[src/pfh_pkg.sv]
// shared constants, types and helpers of the fifo packet data handler
package pfh_pkg;

    // fifo storage and byte layout
    localparam int unsigned PFH_RAM_DEPTH  = 64;
    localparam int unsigned PFH_BYTE_W     = 8;
    localparam logic [2:0]  PFH_LAST_BIT   = 3'h7;
    localparam logic [6:0]  PFH_DEPTH_STEP = 7'h10;

    // framing values
    localparam logic [7:0]  PFH_PREAMBLE_BYTE = 8'haa;
    localparam logic [15:0] PFH_CRC_INIT      = 16'hffff;
    localparam logic [15:0] PFH_CRC_POLY      = 16'h1021;
    localparam logic [8:0]  PFH_WHITE_SEED    = 9'h1ff;

    // interrupt selector codes for receive and standby
    localparam logic [1:0] PFH_SEL0_WRBYTE = 2'h1;
    localparam logic [1:0] PFH_SEL0_NEMPTY = 2'h2;
    localparam logic [1:0] PFH_SEL0_SYNC   = 2'h3;
    localparam logic [1:0] PFH_SEL1_FULL   = 2'h1;
    localparam logic [1:0] PFH_SEL1_RSSI   = 2'h2;
    localparam logic [1:0] PFH_SEL1_THRESH = 2'h3;

    // chip operating modes
    typedef enum logic [3:0] {
        PFH_SLEEP = 4'h1,
        PFH_STBY  = 4'h2,
        PFH_RX    = 4'h4,
        PFH_TX    = 4'h8
    } pfh_mode_t;

    // packet transmit sequencer: source of the next byte loaded
    typedef enum logic [5:0] {
        PFH_T_FILL = 6'h01,
        PFH_T_PRE  = 6'h02,
        PFH_T_SYNC = 6'h04,
        PFH_T_PAY  = 6'h08,
        PFH_T_CRC  = 6'h10,
        PFH_T_DONE = 6'h20
    } pfh_tx_state_t;

    // static configuration
    typedef struct packed {
        logic        packet;      // 1 packet mode, 0 buffered mode
        logic [1:0]  fifo_size;   // depth 16 * (code + 1)
        logic [5:0]  fifo_thresh;
        logic [1:0]  irq0_sel;
        logic [1:0]  irq1_sel;
        logic        tx_irq1;
        logic        tx_start;
        logic        fill_method; // 1 host fill bit, 0 sync detection
        logic        fill;
        logic        sync_on;
        logic        pkt_var;
        logic [7:0]  payload_len;
        logic        crc_on;
        logic        manch_on;
        logic        white_on;
        logic        stby_access;
        logic [2:0]  preamble_len; // extra programmed preamble bytes
        logic [1:0]  sync_size;    // sync bytes minus one
        logic [31:0] sync_value;
    } pfh_cfg_t;

    // one byte through the ccitt checksum, msb first
    function automatic logic [15:0] pfh_crc_byte(input logic [15:0] c, input logic [7:0] d);
        logic [15:0] r;
        r = c;
        for (int i = 7; i >= 0; i--) begin
            r = (r[15] ^ d[i]) ? ((r << 1) ^ PFH_CRC_POLY) : (r << 1);
        end
        return r;
    endfunction

endpackage

[src/pfh_buf2.sv]
// two-entry buffer with valid and ready on both sides
`timescale 1ns/100ps
`default_nettype none
module pfh_buf2
    import pfh_pkg::*;
(
    // clock and reset
    input  wire logic                  core_clk_i,
    input  wire logic                  sys_rst_i,
    // fill side
    input  wire logic                  in_valid_i,
    input  wire logic [PFH_BYTE_W-1:0] in_data_i,
    output logic                       in_ready_o,
    // drain side
    output logic                       out_valid_o,
    output logic [PFH_BYTE_W-1:0]      out_data_o,
    input  wire logic                  out_ready_i
);
    logic                  v0, v1, next_v0, next_v1;
    logic [PFH_BYTE_W-1:0] d0, d1, next_d0, next_d1;

    assign in_ready_o  = ~v1;
    assign out_valid_o = v0;
    assign out_data_o  = d0;

    // shift out on drain, then place new word in first free slot
    always_comb begin
        next_v0 = v0;
        next_v1 = v1;
        next_d0 = d0;
        next_d1 = d1;
        if (v0 && out_ready_i) begin
            next_v0 = v1;
            next_d0 = d1;
            next_v1 = 1'b0;
        end
        if (in_valid_i && !v1) begin
            if (!next_v0) begin
                next_v0 = 1'b1;
                next_d0 = in_data_i;
            end else begin
                next_v1 = 1'b1;
                next_d1 = in_data_i;
            end
        end
    end

    // register stage
    always_ff @(posedge core_clk_i) begin
        if (sys_rst_i) begin
            v0 <= 1'b0;
            v1 <= 1'b0;
            d0 <= '0;
            d1 <= '0;
        end else begin
            v0 <= next_v0;
            v1 <= next_v1;
            d0 <= next_d0;
            d1 <= next_d1;
        end
    end
endmodule
`default_nettype wire

[src/pfh_core.sv]
// fifo packet data handler: fifo, bit shifters, framer and interrupt mapping
`timescale 1ns/100ps
`default_nettype none
module pfh_core
    import pfh_pkg::*;
(
    // clock and reset
    input  wire logic                  core_clk_i,
    input  wire logic                  sys_rst_i,
    // configuration and mode
    input  wire pfh_cfg_t              cfg_i,
    input  wire pfh_mode_t             mode_i,
    input  wire logic                  overrun_clr_i,
    // host write port into the fifo
    input  wire logic                  wr_valid_i,
    input  wire logic [PFH_BYTE_W-1:0] wr_data_i,
    output logic                       wr_ready_o,
    // host read port out of the fifo
    output logic                       rd_valid_o,
    output logic [PFH_BYTE_W-1:0]      rd_data_o,
    input  wire logic                  rd_ready_i,
    // link pins from the modem
    input  wire logic                  link_bclk_i,
    input  wire logic                  link_rx_data_i,
    input  wire logic                  link_sync_i,
    input  wire logic                  link_rssi_i,
    // outputs
    output logic                       tx_data_o,
    output logic                       irq0_o,
    output logic                       irq1_o,
    output logic                       overrun_o,
    output logic                       tx_done_o,
    output logic                       bitsync_en_o,
    output logic                       sync_rec_en_o
);
    // fifo storage and pointers
    logic [PFH_BYTE_W-1:0] mem [PFH_RAM_DEPTH];
    logic [5:0]            wr_ptr, rd_ptr, next_wr_ptr, next_rd_ptr;
    logic [6:0]            count, next_count, depth;
    logic                  next_wr_ready;
    // link synchronisers
    logic [3:0]            meta, sync;
    logic                  bclk_prev, tick;
    // transmit state
    pfh_tx_state_t         tx_state, next_tx_state;
    logic [7:0]            sh_tx, next_sh_tx;
    logic [2:0]            tx_bit, next_tx_bit;
    logic                  phase, next_phase, coded, next_coded;
    logic [8:0]            lfsr, next_lfsr;
    logic [15:0]           crc, next_crc;
    logic [2:0]            pre_cnt, next_pre_cnt;
    logic [1:0]            sync_idx, next_sync_idx;
    logic [6:0]            pay_left, next_pay_left;
    logic                  first_pay, next_first_pay;
    logic                  started, next_started, busy, next_busy;
    logic                  next_tx_done, next_tx_data;
    // receive state
    logic [7:0]            sh_rx, next_sh_rx;
    logic [2:0]            rx_bit, next_rx_bit;
    logic                  sync_seen, next_sync_seen, next_overrun, wbyte, next_wbyte;
    // misc
    pfh_mode_t             prev_mode;
    logic                  next_irq0, next_irq1;
    // combinational helpers
    logic                  push, pop, buf_ready, feed;
    logic [7:0]            push_data, fifo_q, b_raw;
    logic                  not_empty, full, at_thresh, start_cond;
    logic                  host_rd_ok, host_wr_ok, wr_take, mch, adv;
    logic [6:0]            len_want;

    // fifo depth selection and flags
    assign depth      = 7'((7'(cfg_i.fifo_size) + 7'h1) * PFH_DEPTH_STEP);
    assign fifo_q     = mem[rd_ptr];
    assign not_empty  = (count != 7'h0);
    assign full       = (count >= depth);
    assign at_thresh  = (count >= 7'(cfg_i.fifo_thresh));
    assign host_rd_ok = (mode_i == PFH_RX) ||
                        ((mode_i == PFH_STBY) && (!cfg_i.packet || cfg_i.stby_access));
    assign host_wr_ok = (mode_i == PFH_TX) ||
                        ((mode_i == PFH_STBY) && cfg_i.packet && cfg_i.stby_access);
    assign wr_take    = wr_valid_i && wr_ready_o && host_wr_ok;
    assign feed       = host_rd_ok && not_empty && buf_ready;
    assign tick       = sync[0] && !bclk_prev;

    // start condition: first byte, or threshold (packet) / full (buffered)
    assign start_cond = cfg_i.tx_start ? not_empty :
                        (cfg_i.packet ? at_thresh : full);

    // link inputs pass two flip-flops
    always_ff @(posedge core_clk_i) begin
        if (sys_rst_i) begin
            meta      <= 4'h0;
            sync      <= 4'h0;
            bclk_prev <= 1'b0;
        end else begin
            meta      <= {link_rssi_i, link_sync_i, link_rx_data_i, link_bclk_i};
            sync      <= meta;
            bclk_prev <= sync[0];
        end
    end

    // host read path through the two-entry buffer
    pfh_buf2 u_rdbuf (
        .core_clk_i  (core_clk_i),
        .sys_rst_i   (sys_rst_i),
        .in_valid_i  (feed),
        .in_data_i   (fifo_q),
        .in_ready_o  (buf_ready),
        .out_valid_o (rd_valid_o),
        .out_data_o  (rd_data_o),
        .out_ready_i (rd_ready_i)
    );

    // next-state of transmit, receive, fifo and interrupts
    always_comb begin
        next_tx_state  = tx_state;
        next_sh_tx     = sh_tx;
        next_tx_bit    = tx_bit;
        next_phase     = phase;
        next_coded     = coded;
        next_lfsr      = lfsr;
        next_crc       = crc;
        next_pre_cnt   = pre_cnt;
        next_sync_idx  = sync_idx;
        next_pay_left  = pay_left;
        next_first_pay = first_pay;
        next_started   = started;
        next_busy      = busy;
        next_tx_done   = tx_done_o;
        next_tx_data   = 1'b0;
        next_sh_rx     = sh_rx;
        next_rx_bit    = rx_bit;
        next_sync_seen = sync_seen;
        next_overrun   = overrun_o && !overrun_clr_i;
        next_wbyte     = 1'b0;
        push           = wr_take;
        push_data      = wr_data_i;
        pop            = feed;
        mch            = 1'b0;
        adv            = 1'b0;
        b_raw          = 8'h0;
        len_want       = 7'h0;
        // transmit
        if (mode_i != PFH_TX) begin
            next_tx_done = 1'b0;   // transmitter stops at once outside transmit
            next_busy    = 1'b0;
            next_started = 1'b0;
        end else if (prev_mode != PFH_TX) begin
            next_tx_state = PFH_T_FILL;
            next_sh_tx    = PFH_PREAMBLE_BYTE;
            next_tx_bit   = 3'h0;
            next_phase    = 1'b0;
            next_coded    = 1'b0;
            next_tx_done  = 1'b0;
            next_started  = cfg_i.packet && cfg_i.stby_access && start_cond;
        end else begin
            if (!(cfg_i.packet && cfg_i.stby_access) && start_cond && !tx_done_o) begin
                next_started = 1'b1;
            end
            next_tx_data = tx_data_o;
            if (tick) begin
                b_raw[0]     = sh_tx[7] ^ (coded && cfg_i.white_on && lfsr[0]);
                mch          = coded && cfg_i.manch_on;
                next_tx_data = (cfg_i.packet || busy) ? (b_raw[0] ^ (mch && phase)) : 1'b0;
                adv          = !mch || phase;
                next_phase   = mch && !phase;
            end
            if (adv) begin
                next_sh_tx  = {sh_tx[6:0], 1'b0};
                next_tx_bit = 3'(tx_bit + 3'h1);
                if (coded && cfg_i.white_on) begin
                    next_lfsr = {lfsr[0] ^ lfsr[5], lfsr[8:1]};
                end
            end
            // byte boundary: load the next byte into the shifter
            if (adv && tx_bit == PFH_LAST_BIT) begin
                if (!cfg_i.packet) begin
                    if (started && not_empty && !pop) begin
                        pop        = 1'b1;
                        next_sh_tx = fifo_q;
                        next_busy  = 1'b1;
                    end else begin
                        next_tx_done = tx_done_o || busy;
                        next_busy    = 1'b0;
                    end
                end else begin
                    next_coded = 1'b0;
                    next_sh_tx = PFH_PREAMBLE_BYTE;
                    case (tx_state)
                        PFH_T_FILL: begin
                            if (started) begin
                                next_tx_state = PFH_T_PRE;
                                next_pre_cnt  = cfg_i.preamble_len;
                            end
                        end
                        PFH_T_PRE, PFH_T_SYNC: begin
                            if (tx_state == PFH_T_PRE && pre_cnt != 3'h0) begin
                                next_pre_cnt = 3'(pre_cnt - 3'h1);
                            end else begin
                                next_sh_tx    = cfg_i.sync_value[8*(3-sync_idx) +: 8];
                                next_sync_idx = 2'(sync_idx + 2'h1);
                                next_tx_state = PFH_T_SYNC;
                                if (sync_idx == cfg_i.sync_size) begin
                                    next_tx_state  = PFH_T_PAY;
                                    next_sync_idx  = 2'h0;
                                    next_first_pay = 1'b1;
                                    next_crc       = PFH_CRC_INIT;
                                    next_lfsr      = PFH_WHITE_SEED;
                                end
                            end
                        end
                        PFH_T_PAY: begin
                            next_coded     = 1'b1;
                            next_sh_tx     = not_empty ? fifo_q : 8'h0;
                            pop            = not_empty && !pop;
                            next_crc       = pfh_crc_byte(crc, next_sh_tx);
                            next_first_pay = 1'b0;
                            if (first_pay) begin
                                len_want = cfg_i.pkt_var ? 7'(next_sh_tx) :
                                    ((cfg_i.payload_len == 8'h0) ? 7'h0 :
                                     7'(cfg_i.payload_len - 8'h1));
                                next_pay_left = (len_want >= depth) ?
                                    7'(depth - 7'h1) : len_want;
                            end else begin
                                next_pay_left = 7'(pay_left - 7'h1);
                            end
                            if (next_pay_left == 7'h0) begin
                                next_tx_state = cfg_i.crc_on ? PFH_T_CRC : PFH_T_DONE;
                            end
                        end
                        PFH_T_CRC: begin
                            next_coded    = 1'b1;
                            next_sh_tx    = sync_idx[0] ? crc[7:0] : crc[15:8];
                            next_sync_idx = sync_idx[0] ? 2'h0 : 2'h1;
                            if (sync_idx[0]) begin
                                next_tx_state = PFH_T_DONE;
                            end
                        end
                        default: begin
                            next_tx_done  = 1'b1;
                            next_started  = 1'b0;
                            next_tx_state = PFH_T_FILL;
                        end
                    endcase
                end
            end
        end
        // buffered receive; partial byte dropped outside receive
        if (mode_i != PFH_RX) begin
            next_rx_bit    = 3'h0;
            next_sync_seen = 1'b0;
        end else begin
            if (sync[2] && (cfg_i.sync_on || cfg_i.packet)) begin
                next_sync_seen = 1'b1;
            end
            if (!cfg_i.packet && tick && (cfg_i.fill_method ? cfg_i.fill : sync_seen)) begin
                next_sh_rx  = {sh_rx[6:0], sync[1]};
                next_rx_bit = 3'(rx_bit + 3'h1);
                if (rx_bit == PFH_LAST_BIT) begin
                    if (full) begin
                        next_overrun = 1'b1;
                    end else begin
                        push       = 1'b1;
                        push_data  = next_sh_rx;
                        next_wbyte = 1'b1;
                    end
                end
            end
        end
        // fifo pointers
        next_wr_ptr   = push ? 6'(wr_ptr + 6'h1) : wr_ptr;
        next_rd_ptr   = pop ? 6'(rd_ptr + 6'h1) : rd_ptr;
        next_count    = 7'(count + 7'(push) - 7'(pop));
        next_wr_ready = (next_count < depth);
        // interrupt mapping as levels
        next_irq0 = 1'b0;
        next_irq1 = 1'b0;
        case (mode_i)
            PFH_TX: begin
                next_irq0 = not_empty;
                next_irq1 = cfg_i.tx_irq1 ? tx_done_o : full;
            end
            PFH_RX: begin
                case (cfg_i.irq0_sel)
                    PFH_SEL0_WRBYTE: next_irq0 = wbyte;
                    PFH_SEL0_NEMPTY: next_irq0 = not_empty;
                    PFH_SEL0_SYNC:   next_irq0 = sync_seen;
                    default:         next_irq0 = 1'b0;
                endcase
                case (cfg_i.irq1_sel)
                    PFH_SEL1_FULL:   next_irq1 = full;
                    PFH_SEL1_RSSI:   next_irq1 = sync[3];
                    PFH_SEL1_THRESH: next_irq1 = at_thresh;
                    default:         next_irq1 = 1'b0;
                endcase
            end
            PFH_STBY: begin
                next_irq0 = (cfg_i.irq0_sel == PFH_SEL0_NEMPTY) && not_empty;
                next_irq1 = ((cfg_i.irq1_sel == PFH_SEL1_FULL) && full) ||
                            ((cfg_i.irq1_sel == PFH_SEL1_THRESH) && at_thresh);
            end
            default: begin
                next_irq0 = 1'b0;
                next_irq1 = 1'b0;
            end
        endcase
    end

    // fifo storage write
    always_ff @(posedge core_clk_i) begin
        if (push) begin
            mem[wr_ptr] <= push_data;
        end
    end

    // register stage
    always_ff @(posedge core_clk_i) begin
        if (sys_rst_i) begin
            wr_ptr <= 6'h0;           rd_ptr <= 6'h0;           count <= 7'h0;
            wr_ready_o <= 1'b0;       tx_state <= PFH_T_FILL;   sh_tx <= 8'h0;
            tx_bit <= 3'h0;           phase <= 1'b0;            coded <= 1'b0;
            lfsr <= PFH_WHITE_SEED;   crc <= PFH_CRC_INIT;      pre_cnt <= 3'h0;
            sync_idx <= 2'h0;         pay_left <= 7'h0;         first_pay <= 1'b0;
            started <= 1'b0;          busy <= 1'b0;             tx_done_o <= 1'b0;
            tx_data_o <= 1'b0;        sh_rx <= 8'h0;            rx_bit <= 3'h0;
            sync_seen <= 1'b0;        overrun_o <= 1'b0;        wbyte <= 1'b0;
            prev_mode <= PFH_SLEEP;   irq0_o <= 1'b0;           irq1_o <= 1'b0;
            bitsync_en_o <= 1'b0;     sync_rec_en_o <= 1'b0;
        end else begin
            wr_ptr <= next_wr_ptr;    rd_ptr <= next_rd_ptr;    count <= next_count;
            wr_ready_o <= next_wr_ready;
            tx_state <= next_tx_state; sh_tx <= next_sh_tx;     tx_bit <= next_tx_bit;
            phase <= next_phase;      coded <= next_coded;      lfsr <= next_lfsr;
            crc <= next_crc;          pre_cnt <= next_pre_cnt;  sync_idx <= next_sync_idx;
            pay_left <= next_pay_left; first_pay <= next_first_pay;
            started <= next_started;  busy <= next_busy;        tx_done_o <= next_tx_done;
            tx_data_o <= next_tx_data; sh_rx <= next_sh_rx;     rx_bit <= next_rx_bit;
            sync_seen <= next_sync_seen; overrun_o <= next_overrun; wbyte <= next_wbyte;
            prev_mode <= mode_i;      irq0_o <= next_irq0;      irq1_o <= next_irq1;
            bitsync_en_o <= 1'b1;
            sync_rec_en_o <= cfg_i.packet || cfg_i.sync_on;
        end
    end
endmodule
`default_nettype wire

[config.mk]
export PLATFORM = sky130hd
export DESIGN_NAME = pfh_core
export DESIGN_NICKNAME = d
export VERILOG_FILES = /design/src/pfh_pkg.sv /design/src/pfh_buf2.sv /design/src/pfh_core.sv
export SDC_FILE = /design/constraint.sdc
export NUM_CORES = 1
export LEC_CHECK = 0
export ABC_AREA = 1
export BUFFER_PORTS_ARGS = -buffer_cell sky130_fd_sc_hd__buf_2
export CAP_MARGIN = 30
export CELL_PAD_IN_SITES_DETAIL_PLACEMENT = 0
export CELL_PAD_IN_SITES_GLOBAL_PLACEMENT = 1
export CORE_ASPECT_RATIO = 1.1
export CORE_UTILIZATION = 49
export CTS_BUF_LIST = sky130_fd_sc_hd__clkbuf_16
export DETAILED_ROUTE_END_ITERATION = 6
export GPL_TIMING_DRIVEN = 0
export PLACE_DENSITY = 0.89
export SYNTH_ARGS = -nofsm -noshare
export SYNTH_HDL_FRONTEND = slang
export SYNTH_SLANG_ARGS = --single-unit
[constraint.sdc]
create_clock -name core_clk_i -period 5.6 [get_ports core_clk_i]
set_clock_uncertainty 0.15 [all_clocks]
set_input_delay 1.12 -clock core_clk_i [delete_from_list [all_inputs] [get_ports core_clk_i]]
set_output_delay 1.12 -clock core_clk_i [all_outputs]
set_load 0.01 [all_outputs]
# Word level (Yosys, flattened, before mapping)
# Memories as Yosys holds them, arrays and structs flattened. A register that Yosys moved wholly into a read port is not among the register bits.
# Cells that the tools add are included.
# word_totals
regBits,129
ramBits,512
inputBits,89
wordCells,307
n_memories,1
# mem_list
name,words,word_bits,read_ports,rd_clocked_by_memory_dff,wr,line_no,text
mem,64,8,1,1,1,pfh_core.sv:37,logic [PFH_BYTE_W-1:0] mem [PFH_RAM_DEPTH];
# classes
addsub,13
magnitude_cmp,4
n_eq_ne,30
shift,1
muxes,117
bitwise_logic,26
reduce_logical,79
# ops
cell,count
$mux W8,15
$mux W13,8
$mux W7,9
$mux W9,7
$mux W6,10
$mux W1,49
$shiftx A32 B33 Y8,1
$mux W16,2
$pmux W16 S2,1
$logic_and A1 B1 Y1,31
$not A3 Y3,8
$pmux W6 S4,1
$pmux W8 S3,1
$reduce_and A7 Y1,3
$sub A7 B1 Y7 const B,3
$ge A7 B7 Y1,2
$reduce_bool A2 Y1,7
$add A6 B1 Y6 const B,2
$mux W3,4
$ne A2 B2 Y1 const B,6
$ne A3 B3 Y1 const B,4
$pmux W1 S3,4
$xor A1 B1 Y1,11
$reduce_and A2 Y1,5
other kinds (42),76

# Logic depth before layout (Yosys ltp)
# Gate-level depths: netlist of the first run.
# depth
depth_word,19
mapped_depth,31
mapped_depth_nobuf,27

# Hierarchy
# From an unflattened synthesis of the first run, not the netlist that was laid out.
# hier_totals
hier_cells,2883
hier_area_um2,28721.3
# modules_own_cells
mod,instances,cells_per_inst,area_per_inst_um2,seq_area_each_um2
pfh_core,1,2747,27831.7,17717.0
pfh_buf2,1,136,889.6,360.3

# Least setup slack after synthesis of the first run
# No wires, ideal clock.
# synth_path
kind,input to register
startpoint,input cfg_i[65] in the netlist's numbering
endpoint,register wr_ready_o
setup_ns,0.086
t_arrival_ns,4.500
t_required_ns,5.364
slack_ns,0.864
cell_stages,24
cell_sequence,ha_1 > inv_1 > ha_1 > nand2_1 > nor2_1 > a211oi_1 > and2_1 > nand3_1 > nand2_1 > inv_1 > ha_1 > inv_1 > ha_1 > fa_1 > nand2_1 > inv_1 > nor2_1 > o21bai_1 > a21oi_1 > o21bai_1 > xnor2_1 > inv_1 > ha_1 > a211oi_1
# synth_between
elab_chain_cells,9
# synth_lines
item,line_no,text
"start, declared",pfh_core.sv:11,"input wire pfh_cfg_t cfg_i,"
$add A2 B1 Y3,pfh_core.sv:72,assign depth = 7'((7'(cfg_i.fifo_size) + 7'h1) * PFH_DEPTH_STEP);
$ge A7 B7 Y1,pfh_core.sv:75,assign full = (count >= depth);
$mux W1,pfh_core.sv:260,if (full) begin
$mux W1,pfh_core.sv:259,if (rx_bit == PFH_LAST_BIT) begin
$mux W1,pfh_core.sv:256,if (!cfg_i.packet && tick && (cfg_i.fill_method ? cfg_i.fill : sync_seen)) begin
$mux W1,pfh_core.sv:249,if (mode_i != PFH_RX) begin
$add A7 B1 Y7,pfh_core.sv:273,next_count = 7'(count + 7'(push) - 7'(pop));
$sub A7 B1 Y7,pfh_core.sv:273,
via next_count[6],pfh_core.sv:39,"logic [6:0] count, next_count, depth;"
$lt A7 B7 Y1,pfh_core.sv:274,next_wr_ready = (next_count < depth);
"end signal, assigned",pfh_core.sv:331,wr_ready_o <= next_wr_ready;
"end, declared",pfh_core.sv:17,"output logic wr_ready_o,"
# The timed path passes the listed nets, and every way through them passes these cells.
# A chain may end at the register's enable or synchronous reset.

==> flow_metrics.py, run 1 <==
metrics = {
    "outcome": {
        "run_status": "complete, but fails checks",
        "violations": "design-rule violations",
    },
    "setup_path": {
        "reg2reg_depth": 25,
        "critical-path-max-stage-delay_ns": 0.39,
        "critical_path.endpoint_type": "flip-flop",
        "cp_data_required_time_ns": 5.94,
        "worst_r2r_endpoint": "tx_state[0]$_SDFFE_PP1P_",
        "r2r_slack_ns": 0.41,
        "slowest_cell_on_the_critical_path": "a211oi_2",
        "cp_data_arrival_time_ns": 5.53,
        "critical_path.max_fanout": 10,
        "timing.critical_path.buf_inv": 4,
        "path_delay_family": "simple AND/OR/NAND/NOR gates",
        "worst_setup_path_start_kind": "flip-flop",
        "timing_worst_setup_path_type": "flip-flop to flip-flop",
    },
    "global_routing": {
        "grt_pass1_vias": 21900,
        "grt-ovfl-total": 0,
        "antenna_violations_before_repair": 1,
        "track_usage_pct": 30.6,
        "grt_start_max_net_pins": 65,
        "grt_first_pass_wirelength_mm": 134,
    },
    "finish": {
        "area_of_combinational_cells_with_multiple_inputs_mm2": 0.00900,
        "utilization_pct": 57.2,
        "layout.cells.most_common_list": "nand2_1 (653), edfxtp_1 (512), nand3_1 (318)",
        "final_common_cell": "nand2_1",
        "regArea_mm2": 0.0181,
        "fin_nets": 3215,
        "layout.filler_cells": 4920,
        "layout-drive-gt1-share_pct": 12.8,
        "design_area_mm2": 0.0329,
        "synthToLayoutAreaGrowth_pct": 14.9,
    },
    "clock_tree": {
        "ctsRootBufferMaster": "clkbuf_16",
        "cts_made_buffers": 61,
        "clk-insertion-delay-late_ns": 0.64,
        "hold_buffers": 0,
        "clock_input_transition_at_the_sequential_cells_of_the_worst_setup_and_hold_paths_ns": 0.07,
        "clock_tree.htree_level_count": 2,
        "tritoncts": "yes",
        "clock_tree.buffer_depth": 3,
        "numClockSinks": 647,
    },
    "worst_hold_path": {
        "launch_instance_of_the_worst_min_delay_path": "meta[0]$_SDFF_PP0_",
        "worstHoldEndpoint": "sync[0]$_SDFF_PP0_",
        "hold_class": "flip-flop to flip-flop",
        "holdPathStages": 2,
    },
    "timing": {
        "slew_viol_final": 0,
        "holdWs_ns": 0.261,
        "tns_ns": 0,
        "worst_slew_pin_slew_ns": 1.06,
        "setup_viol": 0,
        "finalHoldViolations": 0,
        "fmax_mhz": 193,
        "grt_setup_unrepaired": "no",
        "layout_min_cycle_time_ns": 5.19,
        "fin_crit_sh_pct": 92.6,
        "timing.max_slew.rel_slack_pct": 29.2,
    },
    "floorplanning": {
        "dieArea_mm2": 0.0594,
        "row_count": 92,
        "chipHeight_um": 256,
        "core_outline_area_mm2": 0.0576,
        "start_util_pct": 49.8,
        "die_width_um": 233,
        "num_io_pins": 106,
    },
    "logic_synthesis": {
        "synth-edff-count": 512,
        "biggest_area_consumer_among_synthesized_cells": "edfxtp_1",
        "yosysUniqueCellTypes": 60,
        "synthesis.area_mm2": 0.0287,
        "ys_seq_elements": 647,
        "yosys_most_used_dff": "edfxtp_1",
        "yosys_warn_count": 0,
        "synth_top_area_share_pct": 53.7,
        "synth.top_cells.by_area": "edfxtp_1 (54%), dfxtp_1 (9.4%), nand2_1 (8.7%), nand3_1 (5.6%), nor2_1 (4.1%)",
        "asyncSetResetFlopFracSynth_pct": 0,
        "mappedNetlistNets": 2984,
        "synth.avg_cell_area_um2": 10.0,
        "synth-seq-area-share_pct": 63.1,
        "postSynthCellCount": 2859,
    },
    "place": {
        "detailedPlacementHpwl_mm": 64.5,
        "placed_area_mm2": 0.0309,
        "gp_congestion": 0.970,
        "quantity_of_i_o_buffers_inserted_on_ports": 102,
    },
    "detailed_routing": {
        "met2_length_mm": 42.8,
        "detail_route.wl_per_cell_um": 23.7,
        "drtIter0Drc": 2895,
        "wirelength_met1_mm": 33.3,
        "routed_wirelength_mm": 92.3,
        "met3_length_mm": 10.0,
        "detailed_route_vias_per_instance": 5.93,
        "via_count": 23100,
        "drcViolationCount": 1,
        "top_signal_layer_used": "met5",
        "drtPass1Iterations": 7,
        "postRouteAntennaNets": 0,
    },
    "power": {
        "max-vdd-ir-drop_mv": 0.267,
        "p_leak_nw": 12.6,
        "pwr_density_cell_mw_per_mm2": 335,
    },
    "flow_run": {
        "max_cap_violations": 0,
    },
}
-- what timing repair did --
action	in CTS	in global routing
gates resized for setup	0	2
setup buffers	0	0
endpoints found under the setup margin	0	7
-- how the worst max path moves through the flow --
| stage | from | endpoint | slack (ns) | cells after the start |
|---|---|---|---|---|
| floorplan | cfg_i[65] | wr_ready_o$_SDFF_PP0_ | 0.86 | 24 |
| global route | sync[0]$_SDFF_PP0_ | wr_ready_o$_SDFF_PP0_ | 0.11 | 25 |
| CTS | flip-flop | tx_state[0]$_SDFFE_PP1P_ | 0.10 | 24 |
| detailed placement | cfg_i[39] | wr_ready_o$_SDFF_PP0_ | -0.03 | 23 |
| finish | flip-flop | tx_state[0]$_SDFFE_PP1P_ | 0.41 | 25 |
| global placement | cfg_i[39] | wr_ready_o$_SDFF_PP0_ | -0.03 | 23 |
-- sequential cells by signal, indices dropped and copies added, names as in the netlist, 2 cells and up, named ones only --
signal	cells
prev_mode	4
sync_idx	2
rd_ptr	6
sync	4
tx_bit	3
u_rdbuf.d1	8
mem	512
sh_rx	7
meta	4
lfsr	9
count	7
pay_left	7
u_rdbuf.out_data_o	8
crc	16
tx_state	6
sh_tx	8
pre_cnt	3
wr_ptr	6
rx_bit	3
-- final cells by class --
| type | count | share of cell area, % |
|---|---|---|
| clock buffer | 63 | 4.79 |
| multi-input combinational | 1871 | 27.3 |
| buffer | 144 | 2.66 |
| clock inverter | 51 | 1.30 |
| sequential | 647 | 54.9 |
| tap | 752 | 2.86 |
| inverter | 196 | 2.26 |
| timing repair buffer | 169 | 3.91 |
| antenna | 1 | 0.00760 |
-- kinds of logic (layout without fill, tap and decap cells) --
family / after synthesis / in the layout / share of synthesized area, %
xor gates and xnor gates: 31 / 31 / 1.17
other: 0 / 1 / 0
adders and majority gates: 36 / 36 / 1.60
buffers and inverters: 341 / 623 / 5.67
DFF: 647 / 647 / 63.1
and+or+nand+nor: 1349 / 1349 / 19.5
AOI/OAI and AO/OA: 455 / 455 / 8.95
-- synthesized netlist by cell type, drive strengths merged (15+ instances only) --
cell	number
nand2	673
edfxtp	512
nand3	319
nor2	319
o21ai	230
inv	190
dfxtp	135
buf	105
a21oi	87
o22ai	62
clkbuf	40
ha	35
o211ai	25
nor3	16
xnor2	16
xor2	15
-- where the power goes --
| part | leakage (nW) | switching, mW | internal [mW] |
|---|---|---|---|
| clock | 0.999 | 1.84 | 2.35 |
| sequential | 5.70 | 0.0321 | 5.21 |
| combinational | 5.95 | 1.06 | 0.515 |
| total | 12.6 | 2.93 | 8.08 |
-- routing by layer --
layer / vias up / track usage (%)
met3: 308 / 6.16
met4: 2 / 17.8
met1: 11000 / 38.3
met2: 1450 / 49.2
li1: 10300 / -
met5: - / 0
-- worst register-to-register path: cells and delay by family (launching register included) --
family | cells | cell delay [ns]
AOI/OAI and AO/OA | 5 | 1.07
buffers and inverters | 4 | 1.14
and+or+nand+nor | 15 | 2.12
adders and majority gates | 1 | 0.26
DFF | 1 | 0.31
-- through the flow --
step | setup WS [ns] | total power, mW | cells
5_1_grt | 0.107 | 11.3 | 3893
6_report | 0.414 | 11.0 | 3894
3_5_place_dp | -0.0317 | 6.89 | 3777
4_1_cts | 0.103 | 11.0 | 3891
3_3_place_gp | -0.0308 | 6.85 | 3713
2_1_floorplan | 0.864 | 6.37 | 2859
Power figures use the tool's default switching activity.
==> run 2: changes to the inputs <==
--- a/config.mk
+++ b/config.mk
@@ -13,6 +13,7 @@
 export CORE_ASPECT_RATIO = 1.1
 export CORE_UTILIZATION = 49
 export CTS_BUF_LIST = sky130_fd_sc_hd__clkbuf_16
+export CTS_CLUSTER_SIZE = 8
 export DETAILED_ROUTE_END_ITERATION = 6
 export GPL_TIMING_DRIVEN = 0
 export PLACE_DENSITY = 0.89
==> constraint.sdc (replaced) <==
create_clock -name core_clk_i -period 5.3 [get_ports core_clk_i]
set_clock_uncertainty 0.15 [all_clocks]
set_input_delay 1.06 -clock core_clk_i [delete_from_list [all_inputs] [get_ports core_clk_i]]
set_output_delay 1.06 -clock core_clk_i [all_outputs]
set_load 0.01 [all_outputs]
==> run 2 against run 1 <==
Net effect:
- die area did not move
- clock-buffer cell count rose by 27
- non-clock buffer count did not move
- flip-flop and latch count did not move
- largest cell class unchanged
- critical path depth did not move
- maximum frequency rose by 1.9%
- the flow now finishes without violations
- first-iteration DRC count rose by 8.8%
- register-to-register slack got worse by 0.21 ns
- global-route usage rose by 0.43 points
- sequential share of layout area fell by 0.77 points
- core utilization rose by 0.81 points
==> flow_metrics.py, run 2 (synthesized netlist as in run 1, its figures left out) <==
metrics = {
    "outcome": {
        "run_status": "complete, no violations",
    },
    "clock_tree": {
        "numClockSinks": 647,
        "clk-insertion-delay-late_ns": 0.65,
        "hold_buffers": 0,
        "cts_made_buffers": 90,
        "ctsRootBufferMaster": "clkbuf_16",
        "post_cts.repair.setup_buffers": 0,
        "tritoncts": "yes",
        "clock_tree.buffer_depth": 3,
        "clock_tree.htree_level_count": 3,
        "clock_input_transition_at_the_sequential_cells_of_the_worst_setup_and_hold_paths_ns": 0.05,
    },
    "setup_path": {
        "worst_r2r_endpoint": "tx_state[0]$_SDFFE_PP1P_",
        "reg2reg_depth": 25,
        "timing_worst_setup_path_type": "flip-flop to flip-flop",
        "r2r_slack_ns": 0.21,
        "worst_setup_path_start_kind": "flip-flop",
        "cp_data_arrival_time_ns": 5.42,
        "critical_path.endpoint_type": "flip-flop",
        "setup.worst_path.end": "tx_state[0]$_SDFFE_PP1P_",
        "cp_data_required_time_ns": 5.63,
        "critical_path.max_fanout": 10,
    },
    "global_routing": {
        "grt_pass1_vias": 22400,
        "grt_start_max_net_pins": 65,
        "grt-ovfl-total": 0,
        "antenna_violations_before_repair": 1,
        "grt_first_pass_wirelength_mm": 136,
        "track_usage_pct": 31.1,
    },
    "timing": {
        "setup_viol": 0,
        "tns_ns": 0,
        "finalHoldViolations": 0,
        "timing.max_slew.rel_slack_pct": 28.1,
        "slew_viol_final": 0,
        "grt_setup_unrepaired": "no",
        "worst_slew_pin_slew_ns": 1.07,
        "holdWs_ns": 0.243,
        "fin_crit_sh_pct": 96.1,
        "layout_min_cycle_time_ns": 5.09,
        "fmax_mhz": 196,
        "finalWorstSetupSlack_ns": 0.209,
    },
    "power": {
        "power.total_mw": 12.4,
        "max-vdd-ir-drop_mv": 0.265,
        "pwr_density_cell_mw_per_mm2": 371,
        "p_leak_nw": 12.9,
    },
    "place": {
        "detailedPlacementHpwl_mm": 64.5,
        "quantity_of_i_o_buffers_inserted_on_ports": 102,
        "placed_area_mm2": 0.0309,
        "gp_congestion": 0.970,
        "placed_cells_incl_taps": 3777,
        "detailedPlace.worstSlack_ns": -0.272,
    },
    "floorplanning": {
        "chipHeight_um": 256,
        "num_io_pins": 106,
        "dieArea_mm2": 0.0594,
        "core_outline_area_mm2": 0.0576,
        "row_count": 92,
        "start_util_pct": 49.8,
        "die_width_um": 233,
    },
    "finish": {
        "reg.largest.list": "mem: 512 flops, crc: 16 flops, lfsr: 9 flops",
        "final_common_cell": "nand2_1",
        "layout-drive-gt1-share_pct": 13.1,
        "fin_nets": 3244,
        "layout.filler_cells": 4819,
        "final_cell_count_no_fill": 3900,
        "synthToLayoutAreaGrowth_pct": 16.6,
        "layout.cells.most_common_list": "nand2_1 (652), edfxtp_1 (512), nand3_1 (318)",
        "regArea_mm2": 0.0181,
        "area_of_combinational_cells_with_multiple_inputs_mm2": 0.00901,
        "antenna_cells_inserted": 0,
        "register_bank_with_the_most_flops": "mem",
        "utilization_pct": 58.0,
        "largest_register_ff_count": 512,
        "design_area_mm2": 0.0334,
    },
    "detailed_routing": {
        "postRouteAntennaNets": 0,
        "drtPass1Iterations": 6,
        "detail_route.wl_per_cell_um": 24.0,
        "drcViolationCount": 0,
        "routed_wirelength_mm": 93.4,
        "drtIter0Drc": 3150,
        "detailed_route_vias_per_instance": 5.98,
        "via_count": 23300,
    },
    "flow_run": {
        "max_cap_violations": 0,
    },
    "worst_hold_path": {
        "hold_class": "flip-flop to flip-flop",
    },
}
## run 2: cell types whose count changed in the layout (fill, tap and decap cells not counted), sizes merged, moves of 7 or more
cell      previous run  this run
clkinvlp             8         0
bufinv               7         0
clkinv              31         7
inv                201       220
clkbuf             102       129
## run 2: worst min-delay path by stage
stage | start | slack, ns | to | depth (start not counted)
after CTS | meta[0]$_SDFF_PP0_ | 0.25 | sync[0]$_SDFF_PP0_ | 2
after global placement | meta[2]$_SDFF_PP0_ | 0.25 | sync[2]$_SDFF_PP0_ | 2
after floorplan | meta[0]$_SDFF_PP0_ | 0.24 | sync[0]$_SDFF_PP0_ | 2
after global routing | meta[0]$_SDFF_PP0_ | 0.27 | sync[0]$_SDFF_PP0_ | 2
final | meta[0]$_SDFF_PP0_ | 0.24 | sync[0]$_SDFF_PP0_ | 2
after detailed placement | meta[3]$_SDFF_PP0_ | 0.25 | sync[3]$_SDFF_PP0_ | 2
## run 2: cell type report
type | count | share of cell area [%]
Sequential cell | 647 | 54.1
Multi-Input combinational cell | 1871 | 27.0
Clock buffer | 90 | 6.74
Timing Repair Buffer | 169 | 3.84
Tap cell | 752 | 2.82
Buffer | 144 | 2.65
Inverter | 196 | 2.23
Clock inverter | 31 | 0.618
## run 2: what timing repair did
item	4_1_cts	5_1_grt
hold endpoints to repair	0	0
endpoints found under the setup margin	6	7
gates resized for setup	0	8
pin swaps	0	0
## run 2: layer usage
layer	share of wire (%)	global-route usage (%)	up-vias	wire (um)
met2	47	50.9	1521	44400
met3	10	5.99	299	9670
met1	36	38.3	11100	33900
met4	5.9	17.7	2	5530
li1	-	-	10400	-
met5	0.012	0	-	11
## run 2: critical path, stage by stage, from the launching register on
cell	delay, ns
dfxtp_1	0.30
buf_4	0.24
buf_4	0.28
buf_4	0.26
buf_2	0.35
o21ai_0	0.15
o22ai_1	0.25
o21ai_1	0.11
o21ai_1	0.15
nand3_1	0.34
nand2_1	0.32
nand3_1	0.14
nand2_1	0.09
ha_1	0.28
nand2_1	0.09
nor2_1	0.06
a211oi_4	0.30
nand3_1	0.18
nand2_1	0.12
nand3_1	0.09
nor2_1	0.13
nand2_2	0.15
nand2_4	0.16
nand2_2	0.09
nand2_1	0.09
nand3_1	0.06
## run 2: power breakdown
part	total [mW]	switching (mW)	internal, mW
registers	5.56	0.0331	5.52
logic	1.68	1.13	0.546
clock network	5.14	2.12	3.02
